File: src/pkg/optload_pkg.sv
/*
  package for the option byte loader and trim access block: register byte
  addresses, option field positions, reserved patterns, loader states.
  assumes nothing of its surroundings beyond a 32-bit apb register bus.
*/
package optload_pkg;
  // ----------------------------------------------------------------------
  // register indices as printed, byte address is four times the index
  // ----------------------------------------------------------------------
  localparam logic [11:0] opt0_index = 12'h000;
  localparam logic [11:0] opt1_index = 12'h001;
  localparam logic [11:0] trim_index_index = 12'hff6;
  localparam logic [11:0] trim_value_index = 12'hff7;
  localparam logic [11:0] control_index = 12'h100;
  localparam logic [11:0] status_index = 12'h101;
  localparam logic [13:0] opt0_addr = {opt0_index, 2'b00};
  localparam logic [13:0] opt1_addr = {opt1_index, 2'b00};
  localparam logic [13:0] trim_index_addr = {trim_index_index, 2'b00};
  localparam logic [13:0] trim_value_addr = {trim_value_index, 2'b00};
  localparam logic [13:0] control_addr = {control_index, 2'b00};
  localparam logic [13:0] status_addr = {status_index, 2'b00};
  localparam int addr_w = 14;

  // ----------------------------------------------------------------------
  // flash side addresses and sizes
  // ----------------------------------------------------------------------
  localparam logic [15:0] flash_opt0_addr = 16'h0000;
  localparam logic [15:0] flash_opt1_addr = 16'h0001;
  localparam logic [15:0] info_trim_base = 16'h0020;
  localparam int trim_count = 32;
  localparam logic [7:0] trim_index_max = 8'h1f;
  localparam logic [7:0] info_page_code = 8'h80;

  // ----------------------------------------------------------------------
  // option byte fields
  // ----------------------------------------------------------------------
  localparam int wdog_timeout_action_bit = 7;
  localparam int wdog_always_on_bit = 6;
  localparam int brownout_always_on_bit = 3;
  localparam int code_read_lock_bit = 2;
  localparam int code_write_lock_bit = 0;
  localparam int crystal_off_at_reset_bit = 4;
  localparam logic [7:0] opt0_fixed_mask = 8'h32;
  localparam logic [7:0] opt1_fixed_mask = 8'hef;
  localparam logic [7:0] erased_byte = 8'hff;
  localparam logic [7:0] zero_byte = 8'h00;
  localparam logic [31:0] zero_word = 32'h0000_0000;

  // ----------------------------------------------------------------------
  // control and status fields
  // ----------------------------------------------------------------------
  localparam int ctl_wdog_disable_bit = 0;
  localparam int ctl_brownout_stop_off_bit = 1;
  localparam int sts_loaded_bit = 0;

  typedef enum logic [2:0] {
    ld_opt0, ld_opt1, ld_trim, ld_done
  } load_state_t;
endpackage : optload_pkg

File: src/pkg/flash_read_if.sv
/*
  interface for the flash read port between the loader and its read sequencer.
  assumes a flash that answers a read one cycle after the request.
*/
interface flash_read_if;
  logic req;
  logic [15:0] addr;
  logic info;
  logic valid;
  logic [7:0] data;
  modport loader (output req, output addr, output info, input valid, input data);
  modport port (input req, input addr, input info, output valid, output data);
endinterface : flash_read_if

File: src/hw/option_byte_and_trim_access.sv
/*
  option byte loader and trim register access: at every reset copies the two
  user option bytes and 32 factory trim bytes from flash into working flops,
  holds the cpu in reset until done, and serves the apb register map.
  assumes a flash array with one-cycle read latency and an apb master.
*/
// Behaviour
// - trim index holds target trim byte number, 00h to 1Fh
// - trim value reads the selected trim byte and writes a new one
// - option bytes load from flash addresses 0000h and 0001h
// - option 0 bit 7: 0 interrupt on watchdog timeout, 1 reset
// - option 0 bit 6 low: watchdog runs from power-up, cannot disable
// - option 0 bit 6 high: watchdog starts by instruction, only reset or stop recovery stops
// - option 0 bit 3 low: brown-out off in stop if power bit asks
// - option 0 bit 3 high: brown-out always on, even in stop
// - option 0 bit 2 low: code unreadable, debugger limited
// - option 0 bit 0 low: user program and erase refused, debug mass erase ok
// - option 0 bit 0 high: program and erase allowed everywhere
// - option 1 bit 4 only enables crystal, never selects it as clock
// - option 1 bit 4 low: crystal runs once loaded; reset is not longer, crystal_reset_wait follows the load alone
// - option bytes copied at every reset before cpu runs
// - trim value write replaces working byte, read returns it
// - working trim values revert to factory values on reset
module option_byte_and_trim_access (
  input wire logic clk,
  input wire logic reset,
  input wire logic psel,
  input wire logic penable,
  input wire logic pwrite,
  input wire logic [optload_pkg::addr_w-1:0] paddr,
  input wire logic [31:0] pwdata,
  output logic [31:0] prdata,
  output logic pready,
  output logic pslverr,
  output logic flash_rd,
  output logic [15:0] flash_addr,
  output logic flash_info,
  input wire logic [7:0] flash_rdata,
  input wire logic wdog_start_instruction,
  input wire logic wdog_timeout,
  input wire logic stop_mode,
  input wire logic stop_recovery,
  input wire logic user_prog_req,
  input wire logic debug_erase_req,
  input wire logic debug_pin,
  output logic cpu_hold,
  output logic wdog_running,
  output logic wdog_irq,
  output logic wdog_reset_req,
  output logic brownout_enable,
  output logic code_read_allowed,
  output logic debug_full_access,
  output logic user_prog_allowed,
  output logic debug_erase_allowed,
  output logic crystal_enable,
  output logic crystal_reset_wait
);
  import optload_pkg::*;

  typedef struct packed {
    load_state_t state;
    logic [4:0] load_idx;
    logic [7:0] opt0;
    logic [7:0] opt1;
    logic [7:0] trim_index;
    logic [trim_count-1:0][7:0] trim;
    logic wdog_on;
    logic wdog_disable;
    logic brownout_stop_off;
    logic [31:0] rdata;
  } top_state_t;

  top_state_t s_reg, s_next;
  flash_read_if rd ();

  // ----------------------------------------------------------------------
  // flash read port
  // ----------------------------------------------------------------------
  flash_read_port u_port (
    .clk(clk),
    .reset(reset),
    .rd(rd),
    .flash_rd(flash_rd),
    .flash_addr(flash_addr),
    .flash_info(flash_info),
    .flash_rdata(flash_rdata)
  );

  // address decode used by read and write paths
  function automatic logic hit(input logic [addr_w-1:0] a, input logic [addr_w-1:0] r);
    return a == r;
  endfunction : hit

  function automatic logic mapped(input logic [addr_w-1:0] a);
    return hit(a, opt0_addr) | hit(a, opt1_addr) | hit(a, trim_index_addr) |
      hit(a, trim_value_addr) | hit(a, control_addr) | hit(a, status_addr);
  endfunction : mapped

  // ----------------------------------------------------------------------
  // loader request
  // ----------------------------------------------------------------------
  logic loading;
  logic access;
  logic [4:0] sel;
  assign loading = s_reg.state != ld_done;
  assign rd.req = loading;
  // option bytes live in program memory, trim bytes in the info page
  always_comb begin
    unique case (s_reg.state)
      ld_opt0: rd.addr = flash_opt0_addr;
      ld_opt1: rd.addr = flash_opt1_addr;
      default: rd.addr = info_trim_base + {11'h000, s_reg.load_idx};
    endcase
  end
  assign rd.info = s_reg.state == ld_trim;
  assign access = psel & penable & ~loading;
  assign sel = s_reg.trim_index[4:0];

  // ----------------------------------------------------------------------
  // apb slave: no wait states, stalls while the reset load runs
  // ----------------------------------------------------------------------
  assign pready = access;
  assign pslverr = access & ~mapped(paddr);
  assign prdata = s_reg.rdata;

  // ----------------------------------------------------------------------
  // next state: reset load, register writes, watchdog latch
  // ----------------------------------------------------------------------
  always_comb begin
    s_next = s_reg;
    unique case (s_reg.state)
      ld_opt0: begin
        if (rd.valid) begin
          s_next.opt0 = rd.data | opt0_fixed_mask;
          s_next.state = ld_opt1;
        end
      end
      ld_opt1: begin
        if (rd.valid) begin
          s_next.opt1 = rd.data | opt1_fixed_mask;
          s_next.state = ld_trim;
          s_next.load_idx = '0;
        end
      end
      ld_trim: begin
        if (rd.valid) begin
          s_next.trim[s_reg.load_idx] = rd.data;
          s_next.load_idx = s_reg.load_idx + 5'd1;
          if (s_reg.load_idx == trim_index_max[4:0]) begin
            s_next.state = ld_done;
          end
        end
      end
      ld_done: begin
      end
    endcase
    // read data captured every cycle before the one that completes, so a
    // read stalled by the reset load returns the freshly loaded bytes
    if (psel && !pwrite && !pready) begin
      s_next.rdata = zero_word;
      if (hit(paddr, opt0_addr)) s_next.rdata[7:0] = s_reg.opt0;
      if (hit(paddr, opt1_addr)) s_next.rdata[7:0] = s_reg.opt1;
      if (hit(paddr, trim_index_addr)) s_next.rdata[7:0] = s_reg.trim_index;
      if (hit(paddr, trim_value_addr)) s_next.rdata[7:0] = s_reg.trim[sel];
      if (hit(paddr, control_addr)) begin
        s_next.rdata[ctl_wdog_disable_bit] = s_reg.wdog_disable;
        s_next.rdata[ctl_brownout_stop_off_bit] = s_reg.brownout_stop_off;
      end
      if (hit(paddr, status_addr)) begin
        s_next.rdata[sts_loaded_bit] = ~loading;
        s_next.rdata[1] = wdog_running;
      end
    end
    if (access && pwrite) begin
      // option bytes change only in flash; a write updates the working copy
      if (hit(paddr, opt0_addr)) s_next.opt0 = pwdata[7:0] | opt0_fixed_mask;
      if (hit(paddr, opt1_addr)) s_next.opt1 = pwdata[7:0] | opt1_fixed_mask;
      if (hit(paddr, trim_index_addr)) s_next.trim_index = pwdata[7:0];
      if (hit(paddr, trim_value_addr)) s_next.trim[sel] = pwdata[7:0];
      if (hit(paddr, control_addr)) begin
        s_next.wdog_disable = pwdata[ctl_wdog_disable_bit];
        s_next.brownout_stop_off = pwdata[ctl_brownout_stop_off_bit];
      end
    end
    // watchdog latch: start instruction sets, only reset or recovery clears
    if (!loading && wdog_start_instruction) begin
      s_next.wdog_on = 1'b1;
    end
    if (stop_recovery) begin
      s_next.wdog_on = 1'b0;
      s_next.state = ld_opt0;
      s_next.load_idx = '0;
    end
  end

  always_ff @(posedge clk or posedge reset) begin
    if (reset) begin
      s_reg <= '0;
      s_reg.state <= ld_opt0;
      s_reg.opt0 <= erased_byte;
      s_reg.opt1 <= erased_byte;
      s_reg.trim_index <= zero_byte;
    end else begin
      s_reg <= s_next;
    end
  end

  // ----------------------------------------------------------------------
  // option outputs
  // ----------------------------------------------------------------------
  // the disable bit is stored and read back but never gates the watchdog
  assign cpu_hold = loading;
  assign wdog_running = ~loading & (~s_reg.opt0[wdog_always_on_bit] | s_reg.wdog_on);
  assign wdog_irq = wdog_running & wdog_timeout & ~s_reg.opt0[wdog_timeout_action_bit];
  assign wdog_reset_req = wdog_running & wdog_timeout & s_reg.opt0[wdog_timeout_action_bit];
  assign brownout_enable = ~(stop_mode & s_reg.brownout_stop_off &
    ~s_reg.opt0[brownout_always_on_bit]);
  assign code_read_allowed = s_reg.opt0[code_read_lock_bit];
  assign debug_full_access = debug_pin & s_reg.opt0[code_read_lock_bit];
  assign user_prog_allowed = user_prog_req & ~loading & s_reg.opt0[code_write_lock_bit];
  assign debug_erase_allowed = debug_erase_req & ~loading;
  // enables the crystal only; clock source choice stays with software
  assign crystal_enable = ~s_reg.opt1[crystal_off_at_reset_bit];
  assign crystal_reset_wait = loading | (cpu_hold & crystal_enable);
endmodule : option_byte_and_trim_access

File: src/hw/flash_read_port.sv
/*
  flash read sequencer: turns one loader request into one flash read with a
  registered answer. assumes the flash array returns data one cycle after
  its read strobe.
*/
module flash_read_port (
  input wire logic clk,
  input wire logic reset,
  flash_read_if.port rd,
  output logic flash_rd,
  output logic [15:0] flash_addr,
  output logic flash_info,
  input wire logic [7:0] flash_rdata
);
  import optload_pkg::*;

  typedef struct packed {
    logic busy;
    logic valid;
    logic [7:0] data;
  } port_state_t;

  port_state_t s_reg, s_next;

  // ----------------------------------------------------------------------
  // request passes straight to the array, answer is captured
  // ----------------------------------------------------------------------
  // no strobe while the answer is handed over, so every read is taken once
  assign flash_rd = rd.req & ~s_reg.busy & ~s_reg.valid;
  assign flash_addr = rd.addr;
  assign flash_info = rd.info;
  assign rd.valid = s_reg.valid;
  assign rd.data = s_reg.data;

  // one read outstanding at a time
  always_comb begin
    s_next = s_reg;
    s_next.valid = 1'b0;
    if (s_reg.busy) begin
      s_next.busy = 1'b0;
      s_next.valid = 1'b1;
      s_next.data = flash_rdata;
    end else if (rd.req && !s_reg.valid) begin
      s_next.busy = 1'b1;
    end
  end

  always_ff @(posedge clk or posedge reset) begin
    if (reset) begin
      s_reg <= '0;
    end else begin
      s_reg <= s_next;
    end
  end
endmodule : flash_read_port

File: config.mk
export PLATFORM = sky130hd
export DESIGN_NAME = option_byte_and_trim_access
export DESIGN_NICKNAME = d
export VERILOG_FILES = /design/src/pkg/optload_pkg.sv /design/src/pkg/flash_read_if.sv /design/src/hw/option_byte_and_trim_access.sv /design/src/hw/flash_read_port.sv
export SDC_FILE = /design/constraint.sdc
export NUM_CORES = 1
export LEC_CHECK = 0
export BUFFER_PORTS_ARGS = -buffer_cell sky130_fd_sc_hd__buf_4
export CORE_MARGIN = 2
export CORE_UTILIZATION = 30
export DETAILED_ROUTE_END_ITERATION = 10
export GPL_TIMING_DRIVEN = 0
export SLEW_MARGIN = 15
export SYNTH_ARGS = -nofsm -noshare
export SYNTH_HDL_FRONTEND = slang
export SYNTH_HIERARCHICAL = 1
export SYNTH_SLANG_ARGS = --single-unit
File: constraint.sdc
create_clock -name clk -period 8.8 [get_ports clk]
set_input_delay 0.44 -clock clk [delete_from_list [all_inputs] [get_ports clk]]
set_output_delay 0.44 -clock clk [all_outputs]
set_load 0.01 [all_outputs]
==> flow_summary_export.csv <==
group,metric,value,unit
hold_path,hp-class,"in -> reg",
worst_setup_path,rrSetupSlack,5.11,ns
final_layout,layout_commonest_cell,"mux2i_1",
power_and_ir_drop,cell_internal_pwr,2.58,mW
logic_synthesis,synth-xor-area-share,0,
routing,dr.pass1.iters,6,
global_route,grt_usage,0.230,
routing,avgViaCountPerCell,5.78,
timing,maxSlewViolCount,0,
logic_synthesis,postSynth.asyncResetShare,1.00,
global_route,grt_overflow_total,0,
worst_setup_path,r2r-start,"s_reg[292]$_DFFE_PP0P_",
worst_setup_path,worstSetupEndpoint,"s_reg[289]$_DFF_PP0_",
routing,wirelength,74200,µm
floorplanning,start_util,0.302,
timing,hold_viol_final,0,
final_layout,area_growth,15.6,%
timing,relSlewSlack,0.120,
floorplanning,coreArea,0.0601,mm²
floorplanning,io_pins,129,
worst_setup_path,rr_worst_depth,7,
logic_synthesis,synthFlopType,"dfrtp_1",
worst_setup_path,slowest_delay,0.95,ns
final_layout,layout_common_cells,"mux2i_1, dfrtp_1, a21oi_1",
cts,root_buffer,"clkbuf_16",
logic_synthesis,syn_inst,1795,
power_and_ir_drop,p_leak,7.61,nW
routing,drc,0,
timing,fin_skew,0.0171,ns
cts,clockBufferDepth,3,
floorplanning,fp.dieArea,0.0626,mm²
logic_synthesis,synth_seq_area_share,0.425,
cts,clk_pin_slew,0.06,ns
worst_setup_path,cp_cell_sequence,"clkbuf_1 -> buf_2 -> buf_2 -> nand4_1 -> clkbuf_1 -> nor3_1 -> a21oi_1",
timing,setup_viol,0,
timing,fin_ws,5.11,ns
logic_synthesis,synth_top_family_by_area,"multiplexers",
worst_setup_path,start_kind,"register",
cts,htreeDepth,2,
cts,clock_sinks,308,
routing,num_vias,15832,
worst_setup_path,crit_required,9.21,ns
global_route,grt_max_degree,109,
job,drv_cap,0,
power_and_ir_drop,sequentialPowerShare,0.403,
power_and_ir_drop,p_comb_frac,0.210,
global_route,grt_pass1_vias,15623,
power_and_ir_drop,power.switching,1.28,mW
placement,dpl.hpwl,52900,µm
timing,layout_worst_path_cycle_share,0.419,
final_layout,layout-drive-gt1-share,0.173,
global_route,antenna_found_initial,2,
logic_synthesis,synth_cell_type_count,52,
cts,cts_resized,0,
floorplanning,die-width,250,µm
routing,final_antenna_net_count,0,
logic_synthesis,synth_warnings,6,
final_layout,stdcell_count,2741,
logic_synthesis,synthTopCellsByArea,"dfrtp_1, mux2i_1, a21oi_1, nor3_1, nor3_2",
worst_setup_path,crit_start,"s_reg[292]$_DFFE_PP0P_",
placement,post-place-cells,2673,
logic_synthesis,ys_seq_elements,308,
timing,min_period,3.69,ns
routing,drt_iter0_drc,1827,
cts,cts_buffers,36,
floorplanning,num_rows,90,
cts,clk-insertion-delay-late,0.55,ns
routing,post_drt_wl_per_cell,27.1,µm
power_and_ir_drop,power,3.86,mW
placement,place_ws,5.23,ns
power_and_ir_drop,netSwitchingFraction,0.331,
logic_synthesis,syn_area,0.0182,mm²
logic_synthesis,synth_fa_ha_area_frac,0.00619,
placement,io_buffers,60,
power_and_ir_drop,clockPowerShare,0.387,
timing,timing.hold.ws,0.130,ns
hold_path,min_from,"flash_rdata[6]",
timing,max_freq,0.271,GHz
worst_setup_path,cp_slowest_cell,"nand4_1",
cts,cts_tree,"built",
placement,gp_congestion,0.978,
timing,tns,0,ns
worst_setup_path,timing.rr.end,"s_reg[289]$_DFF_PP0_",
logic_synthesis,synth-compound-area-share,0.110,
logic_synthesis,yosysTopAreaCell,"dfrtp_1",
logic_synthesis,synth_area_per_cell,10.1,µm²
final_layout,largest_reg_flops,289,
logic_synthesis,synthMuxAreaShare,0.231,
logic_synthesis,synth_edf_count,0,
timing,max_slew.worst_pin.slew,1.32,ns
logic_synthesis,synth_simple_gate_area_frac,0.161,
final_layout,fin_nets,2007,
floorplanning,die_h,250,µm
worst_setup_path,crit_type,"reg -> reg",
worst_setup_path,cp-end-kind,"register",
worst_setup_path,cp_max_fo,10,
logic_synthesis,synthDominantCellAreaShare,0.402,
global_route,grt_pass1_wl,107000,µm
power_and_ir_drop,vdd_drop_max,0.000114,V
power_and_ir_drop,power_density,184,mW/mm²
outcome,status,"finished, final reports clean",
timing,grt_setup_unrepaired,"no",
worst_setup_path,arrival,4.10,ns
[cells by family (layout without fill, tap and decap cells)]
group | Yosys count | in the layout
AO/OA/AOI/OAI | 361 | 361
other | 1 | 37
AND/OR/NAND/NOR | 488 | 488
flip-flops | 308 | 308
multiplexers | 395 | 395
adder cells (fa/ha/maj) | 9 | 9
buffers and inverters | 233 | 361
[final cells by class]
cell class | instances | area, µm²
Inverter | 13 | 56.3
Clock inverter | 6 | 47.5
Fill cell | 6073 | 39100
Sequential cell | 308 | 7730
Clock buffer | 56 | 1110
Tap cell | 782 | 978
Multi-Input combinational cell | 1287 | 9380
Antenna cell | 3 | 7.51
Timing Repair Buffer | 66 | 553
Buffer | 220 | 1150
[synth_stat cells, types with 9 or more instances]
library cell / number
mux2i_1: 361
a21oi_1: 259
a22oi_1: 10
nor4_1: 10
nor3_2: 70
and3_1: 9
buf_6: 15
and2_1: 10
nor2_1: 39
buf_4: 50
nand3_1: 10
nand2_1: 76
inv_1: 13
clkbuf_1: 111
o21ai_0: 12
dfrtp_1: 292
o22ai_1: 48
buf_1: 30
mux2_2: 10
nor3_1: 192
ha_1: 9
dfstp_2: 16
mux4_2: 16
buf_2: 14
[critical path, delay by kind of cell, from the launching register on]
family	cells	cell delay (ns)
buf+inv	4	1.88
flops	1	0.36
simple gates	2	1.23
compound gates	1	0.09
[worst min path at each step]
stage / endpoint / slack [ns] / cells after the start
detailed placement: u_port/rd.valid$_DFF_PP0_ / 0.38 / 0
CTS: u_port/rd.data[6]$_DFFE_PP0P_ / 0.13 / 2
global placement: u_port/rd.valid$_DFF_PP0_ / 0.38 / 0
finish: u_port/rd.data[6]$_DFFE_PP0P_ / 0.13 / 2
floorplan: u_port/rd.data[0]$_DFFE_PP0P_ / 0.28 / 1
global route: u_port/rd.data[2]$_DFFE_PP0P_ / 0.14 / 2
[per-layer routing]
metal	track usage	vias up	part of all wire
met5	0	-	0.00018
met4	0.103	2	0.048
met3	0.0550	193	0.097
met2	0.354	942	0.44
met1	0.307	7887	0.41
li1	-	6808	-
[through the flow]
| stage | area, µm² | util |
|---|---|---|
| floorplan | 18300 | - |
| CTS | 21000 | 0.349 |
| finish | 21000 | 0.349 |
| global route | 21000 | 0.349 |
| global placement | 19700 | 0.328 |
| detailed placement | 19800 | 0.329 |
[power by group through the flow]
stage / Combinational (mW) / Sequential, mW / Clock (mW)
after floorplan: 0.446 / 1.55 / 0
after global placement: 0.768 / 1.57 / 0
after detailed placement: 0.785 / 1.57 / 0
after CTS: 0.788 / 1.55 / 1.50
after global routing: 0.834 / 1.56 / 1.56
final: 0.809 / 1.55 / 1.49
[timing repair]
action | 4_1_cts | 5_1_grt
endpoints found under the hold margin | 10 | 0
setup buffers | 0 | 0
hold buffers | 1 | 0
Power figures use the tool's default switching activity.
